===== src/logic/rcf_pkg.sv =====
package rcf_pkg;
   // ----------------------------------------------------------------
   // Map and field layout
   // ----------------------------------------------------------------
   localparam int            ADDR_W       = 19;
   localparam logic [18:0]   FLAGS_ADDR   = 19'h7FFF0;
   localparam logic [18:0]   CENTURY_ADDR = 19'h7FFF1;
   localparam int            DOG_BIT      = 7;
   localparam int            ALARM_BIT    = 6;
   localparam int            SUPPLY_BIT   = 5;
   localparam int            OSC_BIT      = 4;
   localparam int            ZERO_BIT     = 3;
   localparam int            CAL_BIT      = 2;
   localparam int            WHOLD_BIT    = 1;
   localparam int            RHOLD_BIT    = 0;
   localparam logic [7:0]    FLAGS_RST    = 8'h00;
   localparam logic [7:0]    CENTURY_RST  = 8'h00;
   localparam logic [3:0]    BCD_MAX      = 4'h9;
   localparam logic [7:0]    DATA_IDLE    = 8'h00;

   // ----------------------------------------------------------------
   // Timing
   // ----------------------------------------------------------------
   localparam longint        CLK_HZ       = 125000000;
   localparam longint        OSC_CHECK_US = 5000;
   // Latest time, so round down
   localparam int            OSC_CHECK_CYC = int'((OSC_CHECK_US * CLK_HZ) / 1000000);

   // ----------------------------------------------------------------
   // Carriers
   // ----------------------------------------------------------------
   typedef struct packed {
      logic [7:0] month;
      logic [7:0] date;
      logic [7:0] hours;
      logic [7:0] minutes;
      logic [7:0] seconds;
   } rcf_time_t;

   typedef struct packed {
      rcf_time_t  value;
      logic [4:0] mask;   // 1 removes the field; bit 0 = seconds .. bit 4 = month
   } rcf_alarm_t;

   typedef struct packed {
      logic              ce_n;
      logic              we_n;
      logic              oe_n;
      logic [ADDR_W-1:0] addr;
      logic [7:0]        dq;
   } rcf_bus_t;
endpackage : rcf_pkg


===== src/logic/rcf_alarm_match.sv =====
`timescale 1ns/100ps
module rcf_alarm_match (
   input  wire logic                i_ref_clk,  // System clock
   input  wire logic                i_rstn,     // Async reset, active low
   input  wire logic                i_tick,     // Timekeeping update pulse
   input  wire rcf_pkg::rcf_time_t  i_time,     // Current time and date
   input  wire rcf_pkg::rcf_alarm_t i_alarm,    // Alarm values and masks
   output logic                     o_match     // One-cycle match pulse
);
   import rcf_pkg::*;

   // ----------------------------------------------------------------
   // Per-field compare
   // ----------------------------------------------------------------
   logic [4:0] field_ok;
   logic [7:0] cur_f [5];
   logic [7:0] alm_f [5];

   assign cur_f[0] = i_time.seconds;
   assign cur_f[1] = i_time.minutes;
   assign cur_f[2] = i_time.hours;
   assign cur_f[3] = i_time.date;
   assign cur_f[4] = i_time.month;
   assign alm_f[0] = i_alarm.value.seconds;
   assign alm_f[1] = i_alarm.value.minutes;
   assign alm_f[2] = i_alarm.value.hours;
   assign alm_f[3] = i_alarm.value.date;
   assign alm_f[4] = i_alarm.value.month;

   // Masked field always agrees
   for (genvar g = 0; g < 5; g++) begin : g_field
      assign field_ok[g] = i_alarm.mask[g] | (cur_f[g] == alm_f[g]);
   end

   // Sample only on the update so one match gives one pulse
   always_ff @(posedge i_ref_clk or negedge i_rstn) begin
      if (!i_rstn) begin
         o_match <= 1'b0;
      end else begin
         o_match <= i_tick & (&field_ok);
      end
   end
endmodule : rcf_alarm_match


===== src/logic/rcf_flags_regs.sv =====
`timescale 1ns/100ps
// Summary of operation
// - Century counts 0-99 as two BCD digits; writes stored as written
// - Status byte: flags high, zero, controls low
// - Alarm flag set on unmasked time match
// - Host writes never change alarm flag
// - Reading status byte clears alarm flag
// - Mask bit one drops field from compare
// - Oscillator-fail set if dead after 5 ms
// - Oscillator-fail cleared only by host zero write
module rcf_flags_regs #(
   parameter int OSC_CHECK_CYCLES = rcf_pkg::OSC_CHECK_CYC  // Power-up oscillator window
)(
   input  wire logic                        i_ref_clk,     // System clock
   input  wire logic                        i_rstn,        // Async reset, active low
   input  wire logic                        i_ce_n,        // Chip enable pin
   input  wire logic                        i_we_n,        // Write enable pin
   input  wire logic                        i_oe_n,        // Output enable pin
   input  wire logic [rcf_pkg::ADDR_W-1:0]  i_addr,        // Address pins
   input  wire logic [7:0]                  i_dq,          // Data pins, in
   output logic [7:0]                       o_dq,          // Data pins, out
   output logic                             o_dq_oe,       // High while driving data
   input  wire logic                        i_tick,        // Timekeeping update pulse
   input  wire rcf_pkg::rcf_time_t          i_time,        // Current time and date
   input  wire rcf_pkg::rcf_alarm_t         i_alarm,       // Alarm values and masks
   input  wire logic                        i_year_wrap,   // Year rolled 99 to 00
   input  wire logic                        i_dog_timeout, // Watchdog expiry pulse
   input  wire logic                        i_supply_fail, // Supply below threshold pulse
   input  wire logic                        i_osc_enable,  // Oscillator enabled
   input  wire logic                        i_osc_running, // Oscillator running
   output logic [7:0]                       o_century,     // Century count, BCD
   output logic [7:0]                       o_flags,       // Status byte
   output logic                             o_cal_sel,     // Calibration select
   output logic                             o_write_hold,  // Write hold
   output logic                             o_read_hold    // Read hold
);
   import rcf_pkg::*;

   // ----------------------------------------------------------------
   // Pin synchronisers
   // ----------------------------------------------------------------
   rcf_bus_t pin_meta_q;
   rcf_bus_t pin_q;
   rcf_bus_t pin_in;

   assign pin_in = '{ce_n: i_ce_n, we_n: i_we_n, oe_n: i_oe_n, addr: i_addr, dq: i_dq};

   // Whole bus through two stages; only the second is read
   always_ff @(posedge i_ref_clk or negedge i_rstn) begin
      if (!i_rstn) begin
         pin_meta_q <= '{ce_n: 1'b1, we_n: 1'b1, oe_n: 1'b1, default: '0};
         pin_q      <= '{ce_n: 1'b1, we_n: 1'b1, oe_n: 1'b1, default: '0};
      end else begin
         pin_meta_q <= pin_in;
         pin_q      <= pin_meta_q;
      end
   end

   // ----------------------------------------------------------------
   // Access decode
   // ----------------------------------------------------------------
   logic              rd_act;
   logic              wr_act;
   logic              rd_act_q;
   logic              wr_act_q;
   logic              rd_flags_q;
   logic [ADDR_W-1:0] wr_addr_q;
   logic [7:0]        wr_data_q;
   logic              rd_end_flags;
   logic              wr_end;

   // Write takes priority over output enable, as on an SRAM
   assign rd_act       = !pin_q.ce_n && !pin_q.oe_n && pin_q.we_n;
   assign wr_act       = !pin_q.ce_n && !pin_q.we_n;
   assign rd_end_flags = rd_act_q && !rd_act && rd_flags_q;
   assign wr_end       = wr_act_q && !wr_act;

   // Track strobes; address and data captured while write is open,
   // committed at its end when both are settled
   always_ff @(posedge i_ref_clk or negedge i_rstn) begin
      if (!i_rstn) begin
         rd_act_q   <= 1'b0;
         wr_act_q   <= 1'b0;
         rd_flags_q <= 1'b0;
         wr_addr_q  <= '0;
         wr_data_q  <= DATA_IDLE;
      end else begin
         rd_act_q <= rd_act;
         wr_act_q <= wr_act;
         if (rd_act) begin
            rd_flags_q <= (pin_q.addr == FLAGS_ADDR);
         end
         if (wr_act) begin
            wr_addr_q <= pin_q.addr;
            wr_data_q <= pin_q.dq;
         end
      end
   end

   logic wr_flags;
   logic wr_century;
   assign wr_flags   = wr_end && (wr_addr_q == FLAGS_ADDR);
   assign wr_century = wr_end && (wr_addr_q == CENTURY_ADDR);

   // ----------------------------------------------------------------
   // Alarm match
   // ----------------------------------------------------------------
   logic alarm_hit;

   rcf_alarm_match u_match (
      .i_ref_clk (i_ref_clk),
      .i_rstn    (i_rstn),
      .i_tick    (i_tick),
      .i_time    (i_time),
      .i_alarm   (i_alarm),
      .o_match   (alarm_hit)
   );

   // ----------------------------------------------------------------
   // Event flags
   // ----------------------------------------------------------------
   logic dog_q;
   logic alarm_q;
   logic supply_q;
   logic osc_fail_q;

   // Read of the byte clears after the data has gone out; a new
   // event in the same cycle wins over the clear
   always_ff @(posedge i_ref_clk or negedge i_rstn) begin
      if (!i_rstn) begin
         alarm_q <= FLAGS_RST[ALARM_BIT];
         dog_q   <= FLAGS_RST[DOG_BIT];
      end else begin
         if (alarm_hit) begin
            alarm_q <= 1'b1;
         end else if (rd_end_flags) begin
            alarm_q <= 1'b0;
         end
         if (i_dog_timeout) begin
            dog_q <= 1'b1;
         end else if (rd_end_flags) begin
            dog_q <= 1'b0;
         end
      end
   end

   // Power-fail flag: sticky until reset, host cannot touch it
   always_ff @(posedge i_ref_clk or negedge i_rstn) begin
      if (!i_rstn) begin
         supply_q <= FLAGS_RST[SUPPLY_BIT];
      end else if (i_supply_fail) begin
         supply_q <= 1'b1;
      end
   end

   // ----------------------------------------------------------------
   // Oscillator check
   // ----------------------------------------------------------------
   logic [31:0] osc_cnt_q;
   logic        osc_done_q;

   // One-shot window after power-up; no later check by design
   always_ff @(posedge i_ref_clk or negedge i_rstn) begin
      if (!i_rstn) begin
         osc_cnt_q  <= '0;
         osc_done_q <= 1'b0;
      end else if (!osc_done_q) begin
         if (osc_cnt_q >= 32'(OSC_CHECK_CYCLES - 1)) begin
            osc_done_q <= 1'b1;
         end else begin
            osc_cnt_q <= osc_cnt_q + 32'h00000001;
         end
      end
   end

   logic osc_dead;
   assign osc_dead = !osc_done_q && (osc_cnt_q >= 32'(OSC_CHECK_CYCLES - 1))
                     && i_osc_enable && !i_osc_running;

   // Only a host zero writes clear it; a one written is ignored
   always_ff @(posedge i_ref_clk or negedge i_rstn) begin
      if (!i_rstn) begin
         osc_fail_q <= FLAGS_RST[OSC_BIT];
      end else if (osc_dead) begin
         osc_fail_q <= 1'b1;
      end else if (wr_flags && !wr_data_q[OSC_BIT]) begin
         osc_fail_q <= 1'b0;
      end
   end

   // ----------------------------------------------------------------
   // Control bits
   // ----------------------------------------------------------------
   logic cal_q;
   logic whold_q;
   logic rhold_q;

   always_ff @(posedge i_ref_clk or negedge i_rstn) begin
      if (!i_rstn) begin
         cal_q   <= FLAGS_RST[CAL_BIT];
         whold_q <= FLAGS_RST[WHOLD_BIT];
         rhold_q <= FLAGS_RST[RHOLD_BIT];
      end else if (wr_flags) begin
         cal_q   <= wr_data_q[CAL_BIT];
         whold_q <= wr_data_q[WHOLD_BIT];
         rhold_q <= wr_data_q[RHOLD_BIT];
      end
   end

   logic [7:0] flags_byte;
   always_comb begin
      flags_byte            = 8'h00;
      flags_byte[DOG_BIT]   = dog_q;
      flags_byte[ALARM_BIT] = alarm_q;
      flags_byte[SUPPLY_BIT]= supply_q;
      flags_byte[OSC_BIT]   = osc_fail_q;
      flags_byte[ZERO_BIT]  = 1'b0;
      flags_byte[CAL_BIT]   = cal_q;
      flags_byte[WHOLD_BIT] = whold_q;
      flags_byte[RHOLD_BIT] = rhold_q;
   end

   // ----------------------------------------------------------------
   // Century count
   // ----------------------------------------------------------------
   logic [7:0] century_q;

   // Host write wins; digits above nine are stored as written,
   // a later carry then handles them like nine and rolls them to zero
   always_ff @(posedge i_ref_clk or negedge i_rstn) begin
      if (!i_rstn) begin
         century_q <= CENTURY_RST;
      end else if (wr_century) begin
         century_q <= wr_data_q;
      end else if (i_year_wrap && !whold_q) begin
         if (century_q[3:0] >= BCD_MAX) begin
            century_q[3:0] <= 4'h0;
            century_q[7:4] <= (century_q[7:4] >= BCD_MAX) ? 4'h0 : century_q[7:4] + 4'h1;
         end else begin
            century_q[3:0] <= century_q[3:0] + 4'h1;
         end
      end
   end

   // ----------------------------------------------------------------
   // Read data and outputs
   // ----------------------------------------------------------------
   always_ff @(posedge i_ref_clk or negedge i_rstn) begin
      if (!i_rstn) begin
         o_dq    <= DATA_IDLE;
         o_dq_oe <= 1'b0;
      end else begin
         o_dq_oe <= rd_act && ((pin_q.addr == FLAGS_ADDR) || (pin_q.addr == CENTURY_ADDR));
         if (pin_q.addr == FLAGS_ADDR) begin
            o_dq <= flags_byte;
         end else if (pin_q.addr == CENTURY_ADDR) begin
            o_dq <= century_q;
         end else begin
            o_dq <= DATA_IDLE;
         end
      end
   end

   always_ff @(posedge i_ref_clk or negedge i_rstn) begin
      if (!i_rstn) begin
         o_century    <= CENTURY_RST;
         o_flags      <= FLAGS_RST;
         o_cal_sel    <= FLAGS_RST[CAL_BIT];
         o_write_hold <= FLAGS_RST[WHOLD_BIT];
         o_read_hold  <= FLAGS_RST[RHOLD_BIT];
      end else begin
         o_century    <= century_q;
         o_flags      <= flags_byte;
         o_cal_sel    <= cal_q;
         o_write_hold <= whold_q;
         o_read_hold  <= rhold_q;
      end
   end
endmodule : rcf_flags_regs


===== config.mk =====
export PLATFORM = sky130hd
export DESIGN_NAME = rcf_flags_regs
export DESIGN_NICKNAME = d
export VERILOG_FILES = /design/src/logic/rcf_pkg.sv /design/src/logic/rcf_alarm_match.sv /design/src/logic/rcf_flags_regs.sv
export SDC_FILE = /design/constraint.sdc
export NUM_CORES = 1
export LEC_CHECK = 0
export BUFFER_PORTS_ARGS = -buffer_cell sky130_fd_sc_hd__buf_2
export CORE_MARGIN = 4
export CORE_UTILIZATION = 45
export DETAILED_ROUTE_END_ITERATION = 12
export GPL_TIMING_DRIVEN = 1
export PLACE_DENSITY = 0.78
export SYNTH_ARGS = -nofsm -noshare
export SYNTH_HDL_FRONTEND = slang
export SYNTH_HIERARCHICAL = 1
export SYNTH_SLANG_ARGS = --single-unit

===== constraint.sdc =====
create_clock -name i_ref_clk -period 4.45 [get_ports i_ref_clk]
set_input_delay 0.89 -clock i_ref_clk [delete_from_list [all_inputs] [get_ports i_ref_clk]]
set_output_delay 0.89 -clock i_ref_clk [all_outputs]
set_load 0.005 [all_outputs]

==> summary by stage <==
Run status
The run finished with clean final reports.

Floorplanning
The floorplan has 42 rows. For this configuration, the core starts out at a cell density of 0.463. The die span in y is 125 um.

The core region is 13300 um^2. The die is 125 um wide. During I/O placement, the number of pins put on the boundary was 151. The overall die area is 15700 um^2.

Yosys
The predominant post-synthesis flop cell is dfrtp_1. Yosys mapped a number of flops with a built-in enable equal to 0. After synthesis, the most frequently instantiated cells are dfrtp_1, xnor2_1, mux2_2, nand4_1, nor2_1. The post-synthesis cell area is 6180 um^2.

The number of standard cells after synthesis is 444. Of the synthesized area, sequential elements account for 0.661. In the post-synthesis netlist, the cell with the most instances is dfrtp_1. The flip-flop and latch count after synthesis is 163. For this run, asynchronously set or reset flops after synthesis account for 1.00. The cell type with the highest aggregate area in the netlist is dfrtp_1.

By area the synthesized netlist is led by dfrtp_1, mux2_2, xnor2_1. The count of cell types in the netlist is 57. Synthesis produced a netlist with a net count of 574. The area share of the largest cell type after synthesis is 0.636. Yosys printed 6 warnings. The average instance area after synthesis is 13.9 um^2.

Setup path
The biggest fanout along the worst timing path is 13. The library cell contributing the largest single delay on the critical path is nand4_1. The largest stage delay on the critical path is 500 ps.

The signal arrival time at the worst endpoint is 2610 ps. Among cell families on the critical path, the largest total delay comes from simple AND/OR/NAND/NOR gates. In this run the register-to-register setup slack is 2140 ps. The critical path goes through ha_1, a2111oi_0, o311ai_1, nand4_1, nand2_1, mux2_2. In this run the critical register-to-register path is captured at osc_cnt_q[1]. The worst setup path is launched from a flop.

Counting cells, the worst reg-to-reg path comes to 6. The number of buffers and inverters on the critical path is 0. The type of destination of the critical path is a flop. The startpoint identified for the worst register-to-register timing path is osc_cnt_q[0]. The required time of the worst setup path is 4750 ps. The critical setup path kind is reg -> reg.

GRT
Entering global routing, the biggest net connects 101 pins. In the global route stage, overall resource usage came out at 0.160. The global-route wire length before repair is 19900 um. For this run the aggregate overflow at the end of global routing stands at 0. The number of antenna violations at the first check in global routing was 0.

The via count of the first global-routing pass is 4058.

Finish
In the final layout, the share of cells above drive strength 1 is 0.384. The number of antenna diodes in the final layout is 0. The net count reported at finish is 723. The final instance area is 7650 um^2. From synthesis to final layout, the design area changed by 23.8%.

Detailed routing
In the final routed layout, each cell accounts on average for 15.4 um. The first TritonRoute pass finished after 4 iterations. The vias after detailed routing is 3845. The post-detailed-route via-to-cell ratio is 4.92. The final wirelength is 12000 um. After the first detailed-routing iteration, the DRC count stood at 205.

Once detail routing completed, the nets flagged for antenna violations numbered 0. After detailed routing, the number of remaining DRC violations is 0.

CTS
Buffers added to address setup during post-CTS repair amount to 0. TritonCTS built the clock tree. The largest buffer count on any clock path is 2. In this run, post-CTS hold repair placed 0 buffers.

The clock latency reported for the late side of the worst-skew pair is 410 ps. The number of H-tree levels is 4. The number of clock buffers added by TritonCTS is 17.

The number of gates given a new drive strength after cts is 0. The number of sinks handled by clock tree synthesis is 163. The cell sitting at the root of the clock tree is a clkbuf_16. After clock tree synthesis, the clock-pin slew on the worst setup and hold paths is 60 ps.

STA
The setup skew after layout is 7.85 ps. The final hold violation count is 0. In the finished design, the share of the clock period the worst path needs comes to 0.519.

Subtracting the final worst setup slack from the clock period gives 2310 ps. Headroom to the max-slew limit came out at 0.431. The highest clock frequency the design can meet is 433 MHz.

Setup repair after global routing left no endpoint under its margin. Adding up every negative setup slack in the final design gives 0 ps. The number of slew-limit violations in the final report is 0.

Setup violations remaining at the end of the flow were counted as 0. The transition time of the tightest slew-check pin is 854 ps.

Min path
The class of the worst hold path is reg -> reg. The number of stages on the worst hold path is 0. For hold timing, the worst endpoint is pin_q[8]. In this run the most critical hold path is launched from pin_meta_q[8].

Placement
Once placement finished, the instance area stood at 7060 um^2. Detailed placement finished with a half-perimeter wire length of 8930 um. The count of port buffers added during placement is 149. The placer congestion estimate is 0.894.

Power and ir drop
The peak ir drop on the vdd network is 0.357 mV. The power per unit of standard cell area is 462 nW/um^2. The static leakage power is 3.60 nW.

Flow run
The tool flagged a number of max-cap violations equal to 0.
[registers in the layout (all words and copies together) (netlist names), 8 cells and up]
signal / cells
wr_addr_q: 19
century_q: 8
pin_meta_q: 30
osc_cnt_q: 32
o_century: 8
wr_data_q: 8
o_dq: 8
pin_q: 30
[routing by layer]
layer / vias to the layer above / global-route usage / share of wire
met2: 110 / 0.267 / 0.52
met1: 1885 / 0.205 / 0.42
li1: 1831 / - / -
met3: 19 / 0.0384 / 0.050
met4: 0 / 0.0580 / 0.016
met5: - / 0 / 0
[final cells by class]
| class | count | area [um^2] |
|---|---|---|
| Sequential cell | 163 | 4090 |
| Multi-Input combinational cell | 251 | 1950 |
| Fill cell | 1076 | 5700 |
| Clock buffer | 22 | 454 |
| Clock inverter | 10 | 133 |
| Tap cell | 176 | 220 |
| Timing Repair Buffer | 152 | 774 |
| Inverter | 8 | 30.0 |
[how the worst max path moves through the flow]
stage	start	to	slack, ps	cells past startpoint
finish	osc_cnt_q[0]	osc_cnt_q[1]	2140	6
global route	osc_cnt_q[0]	osc_cnt_q[1]	1980	6
CTS	osc_cnt_q[0]	osc_cnt_q[1]	2170	6
detailed placement	i_year_wrap	century_q[6]	2060	6
global placement	i_year_wrap	century_q[6]	2160	6
floorplan	osc_cnt_q[0]	osc_cnt_q[4]	2320	6
[stage by stage]
| step | utilization | power, mW | hold WS, ps | worst slack [ps] | instances |
|---|---|---|---|---|---|
| after floorplan | - | 1.93 | 331 | 2320 | 444 |
| after global placement | 0.529 | 2.10 | 332 | 2160 | 750 |
| after detailed placement | 0.529 | 2.14 | 335 | 2060 | 750 |
| after CTS | 0.573 | 3.58 | 346 | 2170 | 782 |
| after global routing | 0.573 | 3.71 | 350 | 1980 | 782 |
| final | 0.573 | 3.54 | 346 | 2140 | 782 |
[where the power goes]
part / switching (mW) / internal (mW)
Clock: 0.541 / 0.893
Combinational: 0.182 / 0.206
Sequential: 0.0983 / 1.62
[placed cells by master (no fill, tap or decap), drive strengths merged, types with 9 or more instances in the layout]
cell type / instances
dfrtp: 157
buf: 152
xnor2: 40
mux2: 36
clkbuf: 22
nand4: 21
nor2: 21
xor2: 18
nand3: 15
nand2: 14
o21ai: 9
nor4: 9
[cell families (layout without fill, tap and decap cells)]
family / after synthesis / in the layout / share of synthesized area
mux: 43 / 43 / 0.0770
simple gates: 111 / 111 / 0.109
xor+xnor: 58 / 58 / 0.0822
other cells: 1 / 1 / 0.000607
compound gates: 31 / 31 / 0.0326
buf+inv: 30 / 192 / 0.0229
flops: 163 / 163 / 0.661
fa+ha+maj: 7 / 7 / 0.0142
Power figures use the tool's default switching activity.
